## src/eqa_pkg.sv

```systemverilog
package eqa_pkg;
	localparam int EQA_DEPTH       = 20;
	localparam int EQA_CODE_W      = 16;
	localparam int EQA_MSG_W       = 8;
	localparam int EQA_MSG_MAX     = 80;
	localparam logic [15:0] EQA_CODE_NONE     = 16'h0000;
	localparam logic [15:0] EQA_CODE_OVERFLOW = 16'hFEA2;
	localparam logic [7:0]  EQA_MSG_ID_NONE   = 8'h00;
	localparam logic [7:0]  EQA_MSG_ID_OVER   = 8'hFF;
	localparam logic EQA_BEEP_EN_RST  = 1'b1;
	localparam logic EQA_DISP_ON_RST  = 1'b1;
	localparam logic EQA_TEST_PASS    = 1'b0;
	localparam logic EQA_TEST_FAIL    = 1'b1;
	localparam real  EQA_CLK_MHZ      = 100.0;
	localparam real  EQA_BEEP_US      = 100.0;
	localparam int   EQA_BEEP_CYC     = int'(EQA_BEEP_US * EQA_CLK_MHZ);
	localparam int   EQA_BEEP_CNT_W   = 16;
endpackage : eqa_pkg

```

## src/eqa_beep_gen.sv

```systemverilog
`timescale 1ns/1ns
module eqa_beep_gen #(
	parameter int BEEP_CYC = eqa_pkg::EQA_BEEP_CYC
) (
	// clock and reset
	input  wire logic clk_sys,
	input  wire logic sys_rst,
	input  wire logic clkEn,
	// trigger and tone
	input  wire logic beepTrig,
	output logic      beepOut
);
	import eqa_pkg::*;

	logic [EQA_BEEP_CNT_W-1:0] cnt_r;
	wire  cntBusy = (cnt_r != '0);
	wire  [EQA_BEEP_CNT_W-1:0] cnt_nxt = beepTrig ? EQA_BEEP_CNT_W'(BEEP_CYC) :
		(cntBusy ? cnt_r - 1'b1 : cnt_r);

	// a retrigger restarts the tone; overlapping events merge into one beep
	always_ff @(posedge clk_sys or posedge sys_rst) begin
		if (sys_rst) begin
			cnt_r   <= '0;
			beepOut <= 1'b0;
		end else if (clkEn) begin
			cnt_r   <= cnt_nxt;
			beepOut <= (cnt_nxt != '0);
		end
	end
endmodule : eqa_beep_gen

```

## src/eqa_error_queue.sv

```systemverilog
`timescale 1ns/1ns
module eqa_error_queue #(
	parameter int DEPTH    = eqa_pkg::EQA_DEPTH,
	parameter int CODE_W   = eqa_pkg::EQA_CODE_W,
	parameter int MSG_W    = eqa_pkg::EQA_MSG_W,
	parameter int BEEP_CYC = eqa_pkg::EQA_BEEP_CYC
) (
	// clock and reset
	input  wire logic              clk_sys,
	input  wire logic              sys_rst,
	input  wire logic              clkEn,
	// error sources
	input  wire logic              errPush,
	input  wire logic [CODE_W-1:0] errCode,
	input  wire logic [MSG_W-1:0]  errMsgId,
	// readout
	input  wire logic              errPop,
	output logic                   rdValid,
	output logic      [CODE_W-1:0] rdCode,
	output logic      [MSG_W-1:0]  rdMsgId,
	// clearing
	input  wire logic              clearStatus,
	input  wire logic              menuParamView,
	input  wire logic              menuExit,
	// self-test
	input  wire logic              testDone,
	input  wire logic              testFailed,
	output logic                   testResult,
	output logic                   testFailLamp,
	// beeper
	input  wire logic              hostBeep,
	input  wire logic              beepSetValid,
	input  wire logic              beepSetOn,
	input  wire logic              toneMinMax,
	input  wire logic              toneHold,
	input  wire logic              toneLimit,
	input  wire logic              toneDiode,
	input  wire logic              toneContinuity,
	output logic                   beepEnabled,
	output logic                   beepOut,
	// display lamps
	input  wire logic              displayOnSet,
	input  wire logic              displayOnValid,
	input  wire logic              shiftActive,
	input  wire logic [7:0]        otherLamps,
	output logic                   errorLamp,
	output logic                   shiftLamp,
	output logic      [7:0]        otherLampsOut,
	output logic      [4:0]        entryCount
);
	import eqa_pkg::*;

	////////////////////////////////////////////////////////////////////////////////
	// storage
	localparam int PTR_W = $clog2(DEPTH);
	localparam int CNT_W = $clog2(DEPTH + 1);

	// arrays carry no reset: pointers and count alone say which words are live
	// twenty entries
	logic [CODE_W-1:0] codeMem [DEPTH];
	logic [MSG_W-1:0]  msgMem  [DEPTH];
	logic [PTR_W-1:0]  head_r;
	logic [PTR_W-1:0]  tail_r;
	logic [CNT_W-1:0]  count_r;
	logic              overflow_r;
	logic              viewedErr_r;
	logic              testFail_r;
	logic              beepEn_r;
	logic              dispOn_r;

	function automatic logic [PTR_W-1:0] ptrInc(input logic [PTR_W-1:0] p);
		ptrInc = (p == PTR_W'(DEPTH - 1)) ? '0 : p + 1'b1;
	endfunction : ptrInc

	function automatic logic [PTR_W-1:0] ptrDec(input logic [PTR_W-1:0] p);
		ptrDec = (p == '0) ? PTR_W'(DEPTH - 1) : p - 1'b1;
	endfunction : ptrDec

	////////////////////////////////////////////////////////////////////////////////
	// decode
	// menu exit clear
	wire menuClear = menuExit & viewedErr_r;
	// a clear beats any push or pop landing in the same cycle
	// clear status empties
	wire clearAll  = clearStatus | menuClear;
	wire isEmpty   = (count_r == '0);
	wire doPop     = errPop & ~isEmpty & ~clearAll;
	wire [CNT_W-1:0] cntAfterPop = doPop ? count_r - 1'b1 : count_r;
	wire fullAfter = (cntAfterPop == CNT_W'(DEPTH));
	// drop while overflowed; a pop this cycle lifts it
	wire ovfAfterPop = overflow_r & ~doPop;
	wire doStore   = errPush & ~clearAll & ~fullAfter & ~ovfAfterPop;
	wire doOvf     = errPush & ~clearAll & fullAfter & ~ovfAfterPop;
	wire [PTR_W-1:0] newestPtr = ptrDec(tail_r);

	wire [PTR_W-1:0] head_nxt  = clearAll ? '0 : (doPop ? ptrInc(head_r) : head_r);
	wire [PTR_W-1:0] tail_nxt  = clearAll ? '0 : (doStore ? ptrInc(tail_r) : tail_r);
	wire [CNT_W-1:0] count_nxt = clearAll ? '0 : (doStore ? cntAfterPop + 1'b1 : cntAfterPop);
	wire overflow_nxt = clearAll ? 1'b0 : (doOvf | ovfAfterPop);
	// fail flag set wins over clear
	wire testFail_nxt = testDone ? testFailed : (testFail_r & ~clearAll);

	////////////////////////////////////////////////////////////////////////////////
	// queue state
	always_ff @(posedge clk_sys or posedge sys_rst) begin
		if (sys_rst) begin
			head_r      <= '0;
			tail_r      <= '0;
			count_r     <= '0;
			overflow_r  <= 1'b0;
			viewedErr_r <= 1'b0;
		end else if (clkEn) begin
			head_r      <= head_nxt;
			tail_r      <= tail_nxt;
			count_r     <= count_nxt;
			overflow_r  <= overflow_nxt;
			viewedErr_r <= menuExit ? 1'b0 : (viewedErr_r | menuParamView);
		end
	end

	always_ff @(posedge clk_sys) begin
		if (clkEn & doStore) begin
			codeMem[tail_r] <= errCode;
			msgMem[tail_r]  <= errMsgId;
		end else if (clkEn & doOvf) begin
			codeMem[newestPtr] <= CODE_W'(EQA_CODE_OVERFLOW);
			msgMem[newestPtr]  <= MSG_W'(EQA_MSG_ID_OVER);
		end
	end

	////////////////////////////////////////////////////////////////////////////////
	// readout
	// oldest first
	wire [CODE_W-1:0] popCode = isEmpty ? CODE_W'(EQA_CODE_NONE) : codeMem[head_r];
	wire [MSG_W-1:0]  popMsg  = isEmpty ? MSG_W'(EQA_MSG_ID_NONE) : msgMem[head_r];

	// answer holds until the next query, so a slow reader still finds it
	// one entry per query
	always_ff @(posedge clk_sys or posedge sys_rst) begin
		if (sys_rst) begin
			rdValid <= 1'b0;
			rdCode  <= '0;
			rdMsgId <= '0;
		end else if (clkEn) begin
			rdValid <= errPop;
			if (errPop) begin
				rdCode  <= popCode;
				rdMsgId <= popMsg;
			end
		end
	end

	////////////////////////////////////////////////////////////////////////////////
	// self-test, beeper enable, display state
	always_ff @(posedge clk_sys or posedge sys_rst) begin
		if (sys_rst) begin
			testFail_r <= 1'b0;
			testResult <= EQA_TEST_PASS;
			beepEn_r   <= EQA_BEEP_EN_RST;
			dispOn_r   <= EQA_DISP_ON_RST;
		end else if (clkEn) begin
			testFail_r <= testFail_nxt;
			if (testDone)
				testResult <= testFailed ? EQA_TEST_FAIL : EQA_TEST_PASS;
			// enable kept; only the power reset restores it
			if (beepSetValid)
				beepEn_r <= beepSetOn;
			if (displayOnValid)
				dispOn_r <= displayOnSet;
		end
	end

	////////////////////////////////////////////////////////////////////////////////
	// tones
	// one beep per error, ungated
	wire errBeep  = errPush;
	wire gatedTone = beepEn_r & (toneMinMax | toneHold | toneLimit | toneDiode);
	// menu exit and continuity beep even with the beeper off
	wire beepTrig  = errBeep | hostBeep | toneContinuity | menuExit | gatedTone;

	eqa_beep_gen #(
		.BEEP_CYC (BEEP_CYC)
	) u_beep (
		.clk_sys  (clk_sys),
		.sys_rst  (sys_rst),
		.clkEn    (clkEn),
		.beepTrig (beepTrig),
		.beepOut  (beepOut)
	);

	////////////////////////////////////////////////////////////////////////////////
	// lamps
	// lamp tracks queue and failed self-test
	wire lamp_nxt = (count_nxt != '0) | testFail_nxt;

	always_ff @(posedge clk_sys or posedge sys_rst) begin
		if (sys_rst) begin
			errorLamp     <= 1'b0;
			shiftLamp     <= 1'b0;
			otherLampsOut <= '0;
			beepEnabled   <= EQA_BEEP_EN_RST;
			testFailLamp  <= 1'b0;
			entryCount    <= '0;
		end else if (clkEn) begin
			errorLamp     <= lamp_nxt;
			shiftLamp     <= shiftActive;
			// blank all but error, shift and test-fail lamps
			otherLampsOut <= dispOn_r ? otherLamps : 8'h00;
			beepEnabled   <= beepSetValid ? beepSetOn : beepEn_r;
			testFailLamp  <= testFail_nxt;
			entryCount    <= 5'(count_nxt);
		end
	end

	////////////////////////////////////////////////////////////////////////////////
	// checks
	a_count_bound: assert property (@(posedge clk_sys) disable iff (sys_rst)
		count_r <= CNT_W'(DEPTH)) else $error("queue count above depth");
	a_empty_read: assert property (@(posedge clk_sys) disable iff (sys_rst)
		clkEn && errPop && isEmpty && !clearAll |=> rdValid && rdCode == CODE_W'(EQA_CODE_NONE))
		else $error("empty read not answered with no error");
	a_pop_oldest: assert property (@(posedge clk_sys) disable iff (sys_rst)
		clkEn && doPop |=> rdCode == $past(codeMem[head_r]))
		else $error("pop did not return oldest entry");
	a_lamp_track: assert property (@(posedge clk_sys) disable iff (sys_rst)
		clkEn |=> errorLamp == ((count_r != '0) | testFail_r))
		else $error("error lamp does not follow queue");
	a_ovf_drop: assert property (@(posedge clk_sys) disable iff (sys_rst)
		clkEn && overflow_r && !doPop && !clearAll |=> count_r == $past(count_r))
		else $error("entry stored while overflowed");
	a_ovf_mark: assert property (@(posedge clk_sys) disable iff (sys_rst)
		clkEn && doOvf |=> codeMem[$past(newestPtr)] == EQA_CODE_OVERFLOW && overflow_r)
		else $error("overflow code not written");
	a_clear_all: assert property (@(posedge clk_sys) disable iff (sys_rst)
		clkEn && clearStatus |=> count_r == '0 && !overflow_r)
		else $error("clear status left entries");
	a_err_beep: assert property (@(posedge clk_sys) disable iff (sys_rst)
		clkEn && errPush |=> beepOut) else $error("error produced no beep");
	a_muted_tone: assert property (@(posedge clk_sys) disable iff (sys_rst)
		clkEn && !beepEn_r && !beepOut && !errPush && !hostBeep && !toneContinuity && !menuExit
		|=> !beepOut) else $error("muted tone sounded");
	a_lamp_blank: assert property (@(posedge clk_sys) disable iff (sys_rst)
		clkEn && !dispOn_r |=> otherLampsOut == 8'h00) else $error("lamps not blanked");
	a_menu_clear: assert property (@(posedge clk_sys) disable iff (sys_rst)
		clkEn && menuClear |=> count_r == '0) else $error("menu exit did not clear");
	a_test_answer: assert property (@(posedge clk_sys) disable iff (sys_rst)
		clkEn && testDone |=> testResult == $past(testFailed) && testFailLamp == $past(testFailed))
		else $error("self-test answer wrong");

	////////////////////////////////////////////////////////////////////////////////
	// checks on strobes, counts, lamps and tones
	a_rd_pulse: assert property (@(posedge clk_sys) disable iff (sys_rst)
		clkEn |=> rdValid == $past(errPop)) else $error("answer strobe does not follow query");
	a_beep_set: assert property (@(posedge clk_sys) disable iff (sys_rst)
		clkEn && beepSetValid |=> beepEnabled == $past(beepSetOn))
		else $error("beeper enable not taken");
	a_host_beep: assert property (@(posedge clk_sys) disable iff (sys_rst)
		clkEn && hostBeep |=> beepOut) else $error("host beep not sounded");
	a_push_pop: assert property (@(posedge clk_sys) disable iff (sys_rst)
		clkEn && doPop && errPush |=> count_r == $past(count_r))
		else $error("push with pop changed the count");
	a_push_store: assert property (@(posedge clk_sys) disable iff (sys_rst)
		clkEn && errPush && !errPop && !clearAll && !overflow_r && count_r != CNT_W'(DEPTH)
		|=> count_r == $past(count_r) + 1'b1) else $error("push not stored");
	a_pop_count: assert property (@(posedge clk_sys) disable iff (sys_rst)
		clkEn && doPop && !errPush |=> count_r == $past(count_r) - 1'b1)
		else $error("pop did not remove one entry");
	a_empty_keep: assert property (@(posedge clk_sys) disable iff (sys_rst)
		clkEn && errPop && isEmpty && !errPush |=> count_r == '0)
		else $error("empty read changed the queue");
	a_ovf_pop: assert property (@(posedge clk_sys) disable iff (sys_rst)
		clkEn && overflow_r && doPop |=> !overflow_r) else $error("overflow not lifted by a read");
	a_menu_keep: assert property (@(posedge clk_sys) disable iff (sys_rst)
		clkEn && menuExit && !viewedErr_r && !clearStatus && !errPop && !errPush
		|=> count_r == $past(count_r)) else $error("menu exit without viewing cleared");
	a_test_lamp: assert property (@(posedge clk_sys) disable iff (sys_rst)
		clkEn && testFail_r && !clearAll && !testDone |=> errorLamp)
		else $error("failed self-test lamp dropped");
	a_shift_lamp: assert property (@(posedge clk_sys) disable iff (sys_rst)
		clkEn |=> shiftLamp == $past(shiftActive)) else $error("shift lamp not driven");
	a_cont_tone: assert property (@(posedge clk_sys) disable iff (sys_rst)
		clkEn && toneContinuity |=> beepOut) else $error("continuity tone muted");
	a_gated_tone: assert property (@(posedge clk_sys) disable iff (sys_rst)
		clkEn && beepEn_r && toneMinMax |=> beepOut) else $error("enabled tone not sounded");
endmodule : eqa_error_queue

```

## config.mk

```make
export PLATFORM = sky130hd
export DESIGN_NAME = eqa_error_queue
export DESIGN_NICKNAME = d
export VERILOG_FILES = /design/src/eqa_pkg.sv /design/src/eqa_beep_gen.sv /design/src/eqa_error_queue.sv
export SDC_FILE = /design/constraint.sdc
export NUM_CORES = 1
export LEC_CHECK = 0
export BUFFER_PORTS_ARGS = -buffer_cell sky130_fd_sc_hd__buf_2
export CORE_MARGIN = 8
export CORE_UTILIZATION = 54
export CTS_CLUSTER_DIAMETER = 50
export DETAILED_ROUTE_END_ITERATION = 8
export HOLD_SLACK_MARGIN = 0.05
export PLACE_DENSITY = 0.71
export RECOVER_POWER = 25
export SYNTH_ARGS = -nofsm -noshare
export SYNTH_HDL_FRONTEND = slang
export SYNTH_HIERARCHICAL = 1
export SYNTH_SLANG_ARGS = --single-unit
```

## constraint.sdc

```tcl
create_clock -name clk_sys -period 5.4 [get_ports clk_sys]
set_input_delay 0.27 -clock clk_sys [delete_from_list [all_inputs] [get_ports clk_sys]]
set_output_delay 0.27 -clock clk_sys [all_outputs]
set_load 0.01 [all_outputs]
```

==> impl_metrics.csv <==
group,metric,value,unit
status,status,"finished with violations",
status,violations,"capacitance limit, slew limit",
pwr,p_leak,8.53,nW
route,drc,0,
global_route,use_met1,31.7,%
route,via_per_inst,6.45,
critical_path,worst_setup_path_end_kind,"flop",
pwr,power.density,384,mW/mm²
floorplanning,dieWidth,221,µm
sta,finalSetupViolations,0,
global_route,grt_start_max_net_pins,72,
sta,timing.fmax,202,MHz
finish,register_area,0.0163,mm²
floorplanning,initial_core_util,54.4,%
floorplanning,die_h,221,µm
route,dr_total_vias,13400,
logic_synthesis,ys_top_cells_by_area,"edfxtp_1 63%, dfrtp_1 7.8%, mux4_2 7.1%, mux2i_1 4.4%, a221oi_1 1.9%",
sta,hold_violations,0,
finish,n_fill_cell,2928,
finish,multi_input_area,0.00626,mm²
sta,final_max_slew_viol_count,128,
global_route,gr-total-overflow,0,
route,wire_per_inst,26.4,µm
clock_network,h-tree-depth,2,
sta,tns,0,ns
global_route,grtUsageMet3,4.89,%
global_route,use_met2,34.3,%
critical_path,crit_type,"reg2reg",
finish,drive_above_1_share,18.6,%
pwr,ir_drop,278,µV
global_route,first_global_vias,13200,
sta,finalClockSkew,0.0223,ns
finish,fin_util,62.4,%
logic_synthesis,yosys.area_share.adder,0.441,%
logic_synthesis,synth_top_area_share,63.4,%
sta,worstMarginPinSlew,3.66,ns
sta,finalCritPeriodShare,91.6,%
floorplanning,dieArea,0.0489,mm²
logic_synthesis,yosysWarnings,6,
logic_synthesis,avgSynthCellArea,16.7,µm²
sta,fin_crit,4.95,ns
clock_network,cts_root_buffer,"clkbuf_16",
critical_path,critPathArrivalTime,5.15,ns
placement,place_congestion,0.884,
sta,hold-worst-slack,0.0991,ns
logic_synthesis,synth-simple-area-share,5.79,%
logic_synthesis,ys_seq_area_share,71.5,%
clock_network,numCtsBuffers,56,
hold_path,hold_class,"in2reg",
finish,syn_to_final_growth,14.6,%
placement,hpwl,30.6,mm
floorplanning,core,0.0418,mm²
logic_synthesis,synth_mux_area_share,11.9,%
finish,num_antenna_cells,0,
sta,grt_setup_unrepaired,"false",
route,drt_first_iter_violations,1696,
logic_synthesis,synth-edff-count,480,
critical_path,cp.required,5.60,ns
job,cap_violations,3,
clock_network,cts.clk_slew.worst_paths,0.06,ns
finish,nNetsFinal,1547,
logic_synthesis,synth.distinct_cells,77,
logic_synthesis,synth-seq-cells,553,
logic_synthesis,synth_top_cell_by_area,"edfxtp_1",
clock_network,clk_path_buf_depth,3,
critical_path,start_kind,"flop",
logic_synthesis,syn_nets,1425,
logic_synthesis,synth_top_family_by_area,"multiplexers",
logic_synthesis,yosysMostFrequentCell,"edfxtp_1",
floorplanning,fp-row-count,75,
global_route,grt_usage,22.2,%
floorplanning,ios,97,
logic_synthesis,async_flop_share,13.2,%
clock_network,clk_latency,0.62,ns
route,first_pass_iters,6,
global_route,grt_pass1_wl,82.7,mm
logic_synthesis,synth_compound_area_share,8.23,%
route,wl,54.8,mm
global_route,antenna_found_initial,2,
global_route,grt-busiest-layer,"met2",
sta,slew_headroom,-144,%
logic_synthesis,yosys_most_used_dff,"edfxtp_1",
clock_network,cts_tree,"built",
critical_path,worstPathMaxFanout,24,
logic_synthesis,synthXorXnorAreaFrac,0.303,%
logic_synthesis,synth_common_cells,"480 x edfxtp_1, 100 x mux2i_1, 73 x o21ai_0",
logic_synthesis,syn_area,0.0227,mm²
clock_network,cts.sinks,553,
placement,portBuffers,96,
route,drtAntennaViolNets,0,
logic_synthesis,synthCells,1364,
==> cell type report <==
| cell class | count | area share, % |
|---|---|---|
| clock buffers | 64 | 5.58 |
| clock inverters | 42 | 1.77 |
| inverters | 23 | 0.331 |
| multi-input cells | 708 | 24.0 |
| flip-flops and latches | 553 | 62.4 |
| well taps | 539 | 2.59 |
| repair buffers | 144 | 3.29 |
==> where the power goes <==
group	switching, W	internal (W)
clock network	0.00165	0.00233
logic	0.000590	0.000512
registers	0.000170	0.00475
==> worst max-delay path, stage by stage (launching register included) <==
cell and delay (ns):
dfrtp_1 0.48, inv_1 0.14, ha_1 0.25, or4b_1 0.57, nand3_1 0.23, o21ai_0 0.19, inv_1 0.10, ha_1 0.17
nand2_1 0.11, a21oi_1 0.49, clkbuf_1 0.30, nand3_1 0.15, clkbuf_2 0.62, and2_0 0.73
==> layer usage <==
layer / vias to the layer above / share of wire [%]
met5: - / 0
met4: 0 / 2.3
met3: 99 / 9.1
met2: 645 / 46
met1: 6874 / 42
li1: 5747 / -
==> registers in the layout, indices dropped and copies added (netlist names), 5 cells and up <==
signal / cells
rdCode: 16
u_beep/cnt_r: 16
rdMsgId: 8
codeMem: 320
msgMem: 160
otherLampsOut: 8
head_r: 5
tail_r: 5
count_r: 5
==> placed cells by master, fill, tap and decap left out, drive strengths merged, types with 9 or more instances in the layout <==
cell / instances
nor2: 36
a32o: 27
a221oi: 48
clkinv: 31
a22o: 12
inv: 24
edfxtp: 480
mux2i: 100
o21ai: 74
a21oi: 49
dfrtp: 71
nor3: 11
clkbuf: 114
nand2b: 46
dlygate4sd3: 20
mux4: 72
and2: 9
buf: 74
a211oi: 9
nand2: 67
nand3: 36
o31ai: 10
==> final timing paths <==
check,startpoint,end,slack [ns],depth (start not counted)
min in group asynchronous,sys_rst,u_beep/cnt_r[1],0.33,3
min reg2reg,rdCode[9],rdCode[9],0.49,1
max,count_r[0],codeMem[4][2],0.45,13
min,errPush,overflow_r,0.1,3
max in group asynchronous,sys_rst,head_r[1],1.20,4
max reg2reg,count_r[0],codeMem[4][2],0.45,13
==> kinds of logic after synthesis <==
kind of cell               count (synthesis)
AOI/OAI and AO/OA                        265
xor gates and xnor gates                   7
adders and majority gates                  8
buffers and inverters                    103
DFF                                      553
muxes                                    180
and+or+nand+nor                          248
==> metrics by stage <==
step | worst slack, ns | area, µm² | std cells | power [W]
after global routing | 0.219 | 26000 | 2073 | 0.0103
after detailed placement | 0.684 | 24000 | 1947 | 0.00612
after global placement | 0.865 | 24000 | 1947 | 0.00610
final | 0.453 | 26000 | 2073 | 0.0100
after floorplan | 0.867 | 22700 | 1364 | 0.00575
after CTS | 0.689 | 26100 | 2073 | 0.0101
==> timing repair <==
item	in CTS	in global routing
resized for setup	0	0
setup buffers	0	0
endpoints found under the hold margin	86	0
hold buffers	20	0
(Power assumes the default switching activity.)
